## src/gps_map.svh

```systemverilog
// register offsets, reset values and pin masks of the port block
// assumes APB byte addresses equal the sfr offsets times four
`ifndef GPS_MAP_SVH
`define GPS_MAP_SVH
`define GPS_IDX_P0_DATA 8'h80
`define GPS_IDX_P1_DATA 8'h90
`define GPS_IDX_P2_DATA 8'hA0
`define GPS_IDX_P3_DATA 8'hB0
`define GPS_IDX_P0_DIR 8'hE1
`define GPS_IDX_P1_DIR 8'hE2
`define GPS_IDX_P2_DIR 8'hE3
`define GPS_IDX_P3_DIR 8'hE4
`define GPS_IDX_P0_PU 8'hE9
`define GPS_IDX_P1_PU 8'hEA
`define GPS_IDX_P2_PU 8'hEB
`define GPS_IDX_P3_PU 8'hEC
`define GPS_IDX_P0_OTS 8'hEF
`define GPS_IDX_ALT_CTRL 8'hF0
`define GPS_IDX_RMW_CTRL 8'hF1
`define GPS_RST_BYTE 8'h00
`define GPS_MASK_P0 8'hFC
`define GPS_MASK_P1 8'hFC
`define GPS_MASK_P2 8'hFF
`define GPS_MASK_P3 8'h1F
`define GPS_MASK_OTS 8'h3C
`endif

```

## src/gps_pkg.sv

```systemverilog
// types of the port block: per-port pin bundle and alternate function controls
// assumes gps_map.svh for all numeric values
package gps_pkg;
   typedef struct packed {
      logic [7:0] out;
      logic [7:0] oe;
      logic [7:0] pu;
   } gps_pin_drv_t;
   typedef struct packed {
      logic adc_en;
      logic t1_run;
      logic t1_cnt;
      logic t0_run;
      logic t0_cnt;
      logic ex1_en;
      logic ex4_en;
      logic [3:0] ex4_sel_a;
      logic [1:0] ex4_sel_b;
      logic pwm_ch2_complement_out_en;
      logic pwm11_en;
      logic pwm01_en;
      logic pwm1_en;
      logic pwm0_en;
      logic pwm2_en;
   } gps_alt_en_t;
   typedef struct packed {
      logic pwm_ch2_complement_out;
      logic pwm11;
      logic pwm01;
      logic pwm1;
      logic pwm0;
      logic pwm2;
   } gps_pwm_t;
   typedef enum logic [1:0] {
      GPS_OWN_GPIO = 2'b00,
      GPS_OWN_DIG_IN = 2'b01,
      GPS_OWN_DIG_OUT = 2'b10,
      GPS_OWN_ANALOG = 2'b11
   } gps_own_t;
endpackage

```

## src/gps_port.sv

```systemverilog
// four 8-bit gpio ports with alternate function sharing, apb register slave
// assumes pins arrive asynchronously and pwm levels come from peripherals
`timescale 1ns/1ns
`include "gps_map.svh"
module gps_port (
   input wire logic ref_clk_i,
   input wire logic srst_i,
   input wire logic psel_i,
   input wire logic penable_i,
   input wire logic pwrite_i,
   input wire logic [11:0] paddr_i,
   input wire logic [31:0] pwdata_i,
   output logic [31:0] prdata_o,
   output logic pready_o,
   output logic pslverr_o,
   input wire logic [31:0] pin_in_i,
   output gps_pkg::gps_pin_drv_t [3:0] pin_drv_o,
   input wire gps_pkg::gps_pwm_t pwm_i,
   output logic [31:0] alt_in_o
);
   // ===================================================
   // registers
   logic [7:0] data_r [0:3];
   logic [7:0] dir_r [0:3];
   logic [7:0] pu_r [0:3];
   logic [7:0] ots_r;
   gps_pkg::gps_alt_en_t alt_r;
   logic rmw_r;
   logic [31:0] sync1_r;
   logic [31:0] sync2_r;
   gps_pkg::gps_pin_drv_t [3:0] drv_r;
   logic [31:0] alt_in_r;
   logic [31:0] prdata_r;

   function automatic logic [7:0] port_mask(input logic [1:0] p);
      case (p)
         2'd0: port_mask = `GPS_MASK_P0;
         2'd1: port_mask = `GPS_MASK_P1;
         2'd2: port_mask = `GPS_MASK_P2;
         default: port_mask = `GPS_MASK_P3;
      endcase
   endfunction

   // one implemented-pin bit of a port mask
   function automatic logic mask_bit(input logic [1:0] p, input int b);
      logic [7:0] m;
      m = port_mask(p);
      mask_bit = m[b];
   endfunction

   // written byte with unimplemented bits held at zero
   function automatic logic [7:0] masked_wr(input logic [1:0] p, input logic [7:0] d);
      masked_wr = d & port_mask(p);
   endfunction

   // gpio pin drive as {out, oe, pu}; open drain drives only the low level
   function automatic logic [2:0] gpio_drv(
      input logic d,
      input logic dir,
      input logic pu,
      input logic od
   );
      logic oe;
      oe = od ? (dir && !d) : dir;
      gpio_drv = {d, oe, pu && !dir};
   endfunction

   // port read source per pin: zero, latch or synced pin
   function automatic logic rd_bit(
      input logic used,
      input gps_pkg::gps_own_t own_p,
      input logic dir,
      input logic rmw,
      input logic d,
      input logic pin
   );
      if (!used || own_p == gps_pkg::GPS_OWN_ANALOG) begin
         rd_bit = 1'b0;
      end else if (dir && own_p != gps_pkg::GPS_OWN_DIG_IN && rmw) begin
         rd_bit = d;
      end else begin
         rd_bit = pin;
      end
   endfunction

   // ===================================================
   // apb decode
   logic [7:0] idx;
   logic acc;
   logic wr;
   logic hit;
   assign idx = paddr_i[9:2];
   assign acc = psel_i && penable_i;
   assign wr = acc && pwrite_i;
   // every register answers in its first access cycle
   assign pready_o = 1'b1;
   always_comb begin
      hit = 1'b1;
      case (idx)
         `GPS_IDX_P0_DATA, `GPS_IDX_P1_DATA, `GPS_IDX_P2_DATA, `GPS_IDX_P3_DATA,
         `GPS_IDX_P0_DIR, `GPS_IDX_P1_DIR, `GPS_IDX_P2_DIR, `GPS_IDX_P3_DIR,
         `GPS_IDX_P0_PU, `GPS_IDX_P1_PU, `GPS_IDX_P2_PU, `GPS_IDX_P3_PU,
         `GPS_IDX_P0_OTS, `GPS_IDX_ALT_CTRL, `GPS_IDX_RMW_CTRL: hit = 1'b1;
         default: hit = 1'b0;
      endcase
      if (paddr_i[11:10] != 2'b00 || paddr_i[1:0] != 2'b00) begin
         hit = 1'b0;
      end
   end
   assign pslverr_o = acc && !hit;

   // ===================================================
   // pin synchroniser
   // two stages; only the second stage is read
   always_ff @(posedge ref_clk_i) begin
      if (srst_i) begin
         sync1_r <= 32'h00000000;
         sync2_r <= 32'h00000000;
      end else begin
         sync1_r <= pin_in_i;
         sync2_r <= sync1_r;
      end
   end

   // ===================================================
   // register writes
   always_ff @(posedge ref_clk_i) begin
      if (srst_i) begin
         for (int p = 0; p < 4; p++) begin
            data_r[p] <= `GPS_RST_BYTE;
            dir_r[p] <= `GPS_RST_BYTE;
            pu_r[p] <= `GPS_RST_BYTE;
         end
         ots_r <= `GPS_RST_BYTE;
      end else if (wr) begin
         for (int p = 0; p < 4; p++) begin
            if (idx == `GPS_IDX_P0_DATA + 8'(p * 16)) begin
               data_r[p] <= masked_wr(2'(p), pwdata_i[7:0]);
            end
            if (idx == `GPS_IDX_P0_DIR + 8'(p)) begin
               dir_r[p] <= masked_wr(2'(p), pwdata_i[7:0]);
            end
            if (idx == `GPS_IDX_P0_PU + 8'(p)) begin
               pu_r[p] <= masked_wr(2'(p), pwdata_i[7:0]);
            end
         end
         if (idx == `GPS_IDX_P0_OTS) begin
            ots_r <= pwdata_i[7:0] & `GPS_MASK_OTS;
         end
      end
   end

   always_ff @(posedge ref_clk_i) begin
      if (srst_i) begin
         alt_r <= '0;
         rmw_r <= 1'b0;
      end else if (wr) begin
         if (idx == `GPS_IDX_ALT_CTRL) begin
            alt_r <= pwdata_i[$bits(gps_pkg::gps_alt_en_t)-1:0];
         end
         if (idx == `GPS_IDX_RMW_CTRL) begin
            rmw_r <= pwdata_i[0];
         end
      end
   end

   // ===================================================
   // pin ownership arbitration
   gps_pkg::gps_own_t own [0:31];
   logic [31:0] alt_out;
   logic [31:0] alt_pu;
   logic [31:0] dir_all;
   logic [31:0] in_irq_a;
   assign dir_all = {dir_r[3], dir_r[2], dir_r[1], dir_r[0]};
   always_comb begin
      for (int i = 0; i < 32; i++) begin
         own[i] = gps_pkg::GPS_OWN_GPIO;
      end
      alt_out = 32'h00000000;
      alt_pu = 32'h00000000;
      in_irq_a = 32'h00000000;
      for (int b = 2; b < 6; b++) begin
         if (alt_r.adc_en) begin
            own[b] = gps_pkg::GPS_OWN_ANALOG;
         end
      end
      if (alt_r.t1_run && alt_r.t1_cnt) begin
         own[6] = gps_pkg::GPS_OWN_DIG_IN;
         alt_pu[6] = 1'b1;
      end
      if (alt_r.pwm_ch2_complement_out_en) begin
         own[7] = gps_pkg::GPS_OWN_DIG_OUT;
         alt_out[7] = pwm_i.pwm_ch2_complement_out;
      end else if (alt_r.ex1_en && !dir_all[7]) begin
         own[7] = gps_pkg::GPS_OWN_DIG_IN;
      end
      // port1 bits 5..2: irq group beats adc
      for (int b = 0; b < 4; b++) begin
         if (alt_r.ex4_en && alt_r.ex4_sel_a[b] && !dir_all[13-b]) begin
            own[13-b] = gps_pkg::GPS_OWN_DIG_IN;
            in_irq_a[13-b] = 1'b1;
         end else if (alt_r.adc_en) begin
            own[13-b] = gps_pkg::GPS_OWN_ANALOG;
         end
      end
      if (alt_r.t0_run && alt_r.t0_cnt) begin
         own[14] = gps_pkg::GPS_OWN_DIG_IN;
         alt_pu[14] = 1'b1;
      end
      if (alt_r.pwm11_en) begin
         own[23] = gps_pkg::GPS_OWN_DIG_OUT;
         alt_out[23] = pwm_i.pwm11;
      end else if (alt_r.ex4_en && alt_r.ex4_sel_b[1] && !dir_all[23]) begin
         own[23] = gps_pkg::GPS_OWN_DIG_IN;
      end
      if (alt_r.pwm01_en) begin
         own[22] = gps_pkg::GPS_OWN_DIG_OUT;
         alt_out[22] = pwm_i.pwm01;
      end else if (alt_r.ex4_en && alt_r.ex4_sel_b[0] && !dir_all[22]) begin
         own[22] = gps_pkg::GPS_OWN_DIG_IN;
      end
      if (alt_r.pwm1_en) begin
         own[21] = gps_pkg::GPS_OWN_DIG_OUT;
         alt_out[21] = pwm_i.pwm1;
      end
      if (alt_r.pwm0_en) begin
         own[20] = gps_pkg::GPS_OWN_DIG_OUT;
         alt_out[20] = pwm_i.pwm0;
      end
      if (alt_r.pwm2_en) begin
         own[19] = gps_pkg::GPS_OWN_DIG_OUT;
         alt_out[19] = pwm_i.pwm2;
      end
   end

   // ===================================================
   // gpio drive values, open drain on port0 bits 5..2
   logic [31:0] od_sel;
   logic [2:0] gpio_nxt [0:31];
   always_comb begin
      od_sel = 32'h00000000;
      for (int b = 2; b < 6; b++) begin
         od_sel[b] = !ots_r[b];
      end
   end

   always_comb begin
      for (int i = 0; i < 32; i++) begin
         gpio_nxt[i] = gpio_drv(data_r[i/8][i%8], dir_r[i/8][i%8], pu_r[i/8][i%8],
                                od_sel[i]);
      end
   end

   // ===================================================
   // pin drivers, registered; a function that owns the pin overrides the gpio drive
   always_ff @(posedge ref_clk_i) begin
      if (srst_i) begin
         drv_r <= '0;
      end else begin
         for (int i = 0; i < 32; i++) begin
            case (own[i])
               gps_pkg::GPS_OWN_GPIO: begin
                  if (mask_bit(2'(i / 8), i % 8)) begin
                     drv_r[i/8].out[i%8] <= gpio_nxt[i][2];
                     drv_r[i/8].oe[i%8] <= gpio_nxt[i][1];
                     drv_r[i/8].pu[i%8] <= gpio_nxt[i][0];
                  end
               end
               // alternate output drives the pin, pull off
               gps_pkg::GPS_OWN_DIG_OUT: begin
                  drv_r[i/8].out[i%8] <= alt_out[i];
                  drv_r[i/8].oe[i%8] <= 1'b1;
                  drv_r[i/8].pu[i%8] <= 1'b0;
               end
               // owned input keeps its last pull; timer pins force it on
               gps_pkg::GPS_OWN_DIG_IN: begin
                  drv_r[i/8].oe[i%8] <= 1'b0;
                  drv_r[i/8].pu[i%8] <= alt_pu[i] | (in_irq_a[i] & 1'b0) |
                                        (drv_r[i/8].pu[i%8] & !alt_pu[i]);
               end
               gps_pkg::GPS_OWN_ANALOG: begin
                  drv_r[i/8].oe[i%8] <= 1'b0;
                  drv_r[i/8].pu[i%8] <= 1'b0;
               end
               default: begin
                  drv_r[i/8].oe[i%8] <= 1'b0;
               end
            endcase
         end
      end
   end
   assign pin_drv_o = drv_r;

   // ===================================================
   // inputs toward peripherals
   always_ff @(posedge ref_clk_i) begin
      if (srst_i) begin
         alt_in_r <= 32'h00000000;
      end else begin
         for (int i = 0; i < 32; i++) begin
            alt_in_r[i] <= (own[i] == gps_pkg::GPS_OWN_ANALOG) ? 1'b0 : sync2_r[i];
         end
      end
   end
   assign alt_in_o = alt_in_r;

   // ===================================================
   // read path
   logic [7:0] port_rd [0:3];
   logic [31:0] rd_nxt;
   always_comb begin
      for (int p = 0; p < 4; p++) begin
         for (int b = 0; b < 8; b++) begin
            port_rd[p][b] = rd_bit(mask_bit(2'(p), b), own[p*8+b], dir_r[p][b], rmw_r,
                                   data_r[p][b], sync2_r[p*8+b]);
         end
      end
   end

   // register read word, zero above the low byte except for alt control, and zero for unmapped offsets
   always_comb begin
      rd_nxt = 32'h00000000;
      case (idx)
         `GPS_IDX_P0_DATA: rd_nxt[7:0] = port_rd[0];
         `GPS_IDX_P1_DATA: rd_nxt[7:0] = port_rd[1];
         `GPS_IDX_P2_DATA: rd_nxt[7:0] = port_rd[2];
         `GPS_IDX_P3_DATA: rd_nxt[7:0] = port_rd[3];
         `GPS_IDX_P0_DIR: rd_nxt[7:0] = dir_r[0];
         `GPS_IDX_P1_DIR: rd_nxt[7:0] = dir_r[1];
         `GPS_IDX_P2_DIR: rd_nxt[7:0] = dir_r[2];
         `GPS_IDX_P3_DIR: rd_nxt[7:0] = dir_r[3];
         `GPS_IDX_P0_PU: rd_nxt[7:0] = pu_r[0];
         `GPS_IDX_P1_PU: rd_nxt[7:0] = pu_r[1];
         `GPS_IDX_P2_PU: rd_nxt[7:0] = pu_r[2];
         `GPS_IDX_P3_PU: rd_nxt[7:0] = pu_r[3];
         `GPS_IDX_P0_OTS: rd_nxt[7:0] = ots_r;
         `GPS_IDX_ALT_CTRL: rd_nxt[$bits(gps_pkg::gps_alt_en_t)-1:0] = alt_r;
         `GPS_IDX_RMW_CTRL: rd_nxt[0] = rmw_r;
         default: rd_nxt = 32'h00000000;
      endcase
   end

   // captured at setup so the word stands through the access cycle
   always_ff @(posedge ref_clk_i) begin
      if (srst_i) begin
         prdata_r <= 32'h00000000;
      end else if (psel_i && !penable_i && !pwrite_i) begin
         prdata_r <= rd_nxt;
      end
   end
   assign prdata_o = prdata_r;
endmodule // gps_port

```

## config.mk

```make
export PLATFORM = sky130hd
export DESIGN_NAME = gps_port
export DESIGN_NICKNAME = d
export VERILOG_FILES = /design/src/gps_pkg.sv /design/src/gps_port.sv
export VERILOG_INCLUDE_DIRS = /design/src /design/src/src
export SDC_FILE = /design/constraint.sdc
export NUM_CORES = 1
export LEC_CHECK = 0
export ABC_CLOCK_PERIOD_IN_PS = 5100
export BUFFER_PORTS_ARGS = -buffer_cell sky130_fd_sc_hd__buf_2
export CAP_MARGIN = 15
export CORE_ASPECT_RATIO = 1.2
export CORE_MARGIN = 8
export CORE_UTILIZATION = 58
export CTS_CLUSTER_DIAMETER = 60
export DETAILED_ROUTE_END_ITERATION = 8
export GPL_ROUTABILITY_DRIVEN = 1
export HOLD_SLACK_MARGIN = 0.12
export PLACE_DENSITY = 0.85
export SYNTH_ARGS = -nofsm -noshare
export SYNTH_HDL_FRONTEND = slang
export SYNTH_SLANG_ARGS = --single-unit
```

## constraint.sdc

```tcl
create_clock -name ref_clk_i -period 5.1 [get_ports ref_clk_i]
set_clock_uncertainty 0.1 [all_clocks]
set_input_delay 1.02 -clock ref_clk_i [delete_from_list [all_inputs] [get_ports ref_clk_i]]
set_output_delay 1.02 -clock ref_clk_i [all_outputs]
set_load 0.02 [all_outputs]
```

==> out/metrics.yaml <==
synth_seq_cells: 289
max_clock_freq_mhz: 251.5
post-route-period-util: 0.7796
grt_pass1_wl_um: 49400
internal_power_w: 0.003670
starting_density_of_the_core: 0.5898
power_switching_w: 0.001108
gp_congestion: 0.9397
synth_enable_flop_cells: 75
holdBufCountCts: 0
cp_data_required_time_ns: 3.98
power.share.sequential: 0.522
hold_path_class: "flop to flop"
path_class: "primary input to output port"
worst_ir_drop_vdd_uv: 269.8
i_o_pin_count: 249
run_status: "completed"
synth.lib_cells_used.distinct: 68
cts_setup_buffers: 0
netSwitchingFraction: 0.2319
grt.met1_usage: 0.3185
fp.coreArea_um2: 18860
grt_start_max_net_pins: 105
yosysTopAreaCell: "dfxtp_1"
cts_inserted_buffers: 27
die_width_um: 142.4
h-tree-depth: 1
first_global_vias: 8566
cellPowerDensity_nw_per_um2: 367.8
critical_path.max_fanout: 21
ctsLongestPathBuffers: 3
wl_per_cell_um: 21.98
timing_max_transition_violations_final: 0
route.final.wire_length_um: 32990
synth_top_area_frac: 0.3852
syn-instance-count: 1052
clock_tree_root_buffer_cell: "clkbuf_16"
fin_crit_ns: 3.976
num_rows: 55
worst_slew_margin_rel: 0.2533
clkPwrFrac: 0.411
timing.final.hold_violations: 0
yosys_warnings: 0
synthTopCellsByArea: "dfxtp_1, edfxtp_1, nor2b_1"
hpwl_um: 23400
drtAntennaViolNets: 0
die_h_um: 167.7
post-route-drc-count: 0
synth-async-reset-ratio: 0
timing.final.setup_violations: 0
cts_resized: 0
global_route.overflow_total: 0
drt-pass1-iter-count: 5
synthesis.area_per_instance_um2: 10.57
final.setup.tns_ns: 0
clock-sinks: 289
die_area_um2: 23880
vias: 8557
drv_cap: 0
synth-seq-area-share: 0.5878
place.port_buffers: 200
tightest_slew_ns: 1.119
worst_setup_hold_path_clk_slew_ns: 0.06
antenna_found_initial: 2
share_of_total_power_in_combinational_logic: 0.066
critPathCaptureType: "output port"
final_util: 0.6889
grt.busiest_layer: "met2"
reg2reg_setup_slack_ns: 2.60
area_growth_pct: 16.80
worstPathArrival_ns: 2.86
cellLeakagePower_nw: 5.554
syn_area_um2: 11120
grt.met2_usage: 0.4662
groute.layer.met3.usage: 0.04865
drt-vias-per-instance: 5.701
tritoncts: "done"
rsz_0062_raised_after_global_routing: "no"
finish.net_count: 1310
worst_setup_path_start_kind: "primary input"
clk_latency_ns: 0.54
drive_above_1_share: 0.2170
synthFlopType: "dfxtp_1"
dr.first_iter.drc_count: 863
gr-usage-all-layers: 0.2688
## cells in the mapped netlist (3+ instances only)
library cell	instances
a211oi_1	4
dfxtp_1	214
nand2b_1	12
nor2b_1	111
a32oi_1	5
nor4b_1	10
and3_1	52
o31ai_1	3
buf_2	9
and4_1	3
nand2_1	93
mux2_2	7
a21boi_0	13
o21bai_1	6
nand3b_1	5
and2_1	60
inv_1	3
buf_1	5
a21o_1	6
buf_4	35
nor3b_1	16
nor4_1	8
a31oi_1	5
o22ai_1	3
o21ai_0	15
nor2_1	57
a32o_1	3
nand4_1	3
nor3_1	8
edfxtp_1	75
a21oi_1	45
clkbuf_1	47
mux2i_1	32
nand3_1	27
a22oi_1	9
o2bb2ai_1	4
## through the flow
step	hold slack (ns)	cell area (um^2)	setup slack (ns)	cells	power (W)
after floorplan	0.3138	11240	1.641	1085	0.002735
after global placement	0.3160	12110	1.190	1450	0.002849
final	0.3331	12990	1.124	1501	0.004778
after global routing	0.3529	12990	0.9577	1501	0.004913
after CTS	0.3345	12990	1.194	1500	0.004789
after detailed placement	0.3204	12110	1.192	1450	0.002857
## placed cells by master, fill, tap and decap left out, types with 4 or more instances in the layout
cell	count
a22oi_1	9
a21oi_1	45
mux2_2	7
o21bai_1	6
and2_1	60
nand2_1	93
buf_4	7
clkinv_2	7
a211oi_1	4
nor4_1	8
buf_2	199
nand3b_1	5
a21boi_0	13
nand3_1	27
clkbuf_1	6
a32oi_1	5
nor3b_1	15
clkbuf_16	28
edfxtp_1	75
a31oi_1	5
nand2b_1	12
o2bb2ai_1	4
and3_1	52
nor2_1	56
o21ai_0	15
nor2b_1	111
clkbuf_8	5
a21o_1	6
nor4b_1	10
conb_1	35
dfxtp_1	214
mux2i_1	32
nor3_1	8
## state kept, by name (all words and copies together), names as in the netlist
signal     cells
pin_drv_o     75
alt_in_o      32
sync1_r       32
sync2_r       32
data_r        25
dir_r         25
pu_r          25
alt_r         19
prdata_o      19
ots_r          4
rmw_r          1
## worst max-delay path: stages
cell,delay (ns)
buf_2,0.37
nor2_1,0.16
a221o_1,0.37
a32oi_1,0.37
nand2_1,0.21
a21oi_1,0.18
buf_2,0.18
## per-layer routing
layer / share of wire / vias up
met5: 0.00027 / -
met4: 0.044 / 2
met3: 0.085 / 99
met2: 0.49 / 461
met1: 0.38 / 4077
li1: - / 3918
## final cells by class
type                    count  area [um^2]
clock buffers              39        792.0
flip-flops and latches    289         6536
fillers                  1447         5867
clock inverters            11        81.33
well taps                 256        320.3
multi-input cells         695         4185
diodes                      1        2.502
inverters                   3        11.26
repair buffers            207         1060
## final timing paths
check / end / cells past startpoint / start
hold reg to reg: sync2_r[5]$_SDFF_PP0_ / 1 / sync1_r[5]$_SDFF_PP0_
hold / removal: sync2_r[5]$_SDFF_PP0_ / 1 / sync1_r[5]$_SDFF_PP0_
setup / recovery: pslverr_o / 7 / paddr_i[3]
setup reg to reg: prdata_o[7]$_SDFFE_PP0P_ / 6 / rmw_r$_SDFFE_PP0P_
## power by group through the flow
stage	clock (W)	combinational (W)	sequential [W]
finish	0.00196	0.000317	0.00250
global route	0.00207	0.000338	0.00250
CTS	0.00198	0.000315	0.00250
detailed placement	0	0.000313	0.00254
global placement	0	0.000308	0.00254
floorplan	0	0.000171	0.00256
## logic make-up after synthesis
family | Yosys count | synth area share
AO/OA/AOI/OAI | 144 | 0.08720
AND/OR/NAND/NOR | 477 | 0.2408
buffers and inverters | 101 | 0.04770
other | 2 | 0.0006753
multiplexers | 39 | 0.03589
flip-flops | 289 | 0.5878
No activity file was read; power rests on OpenSTA's default activity.
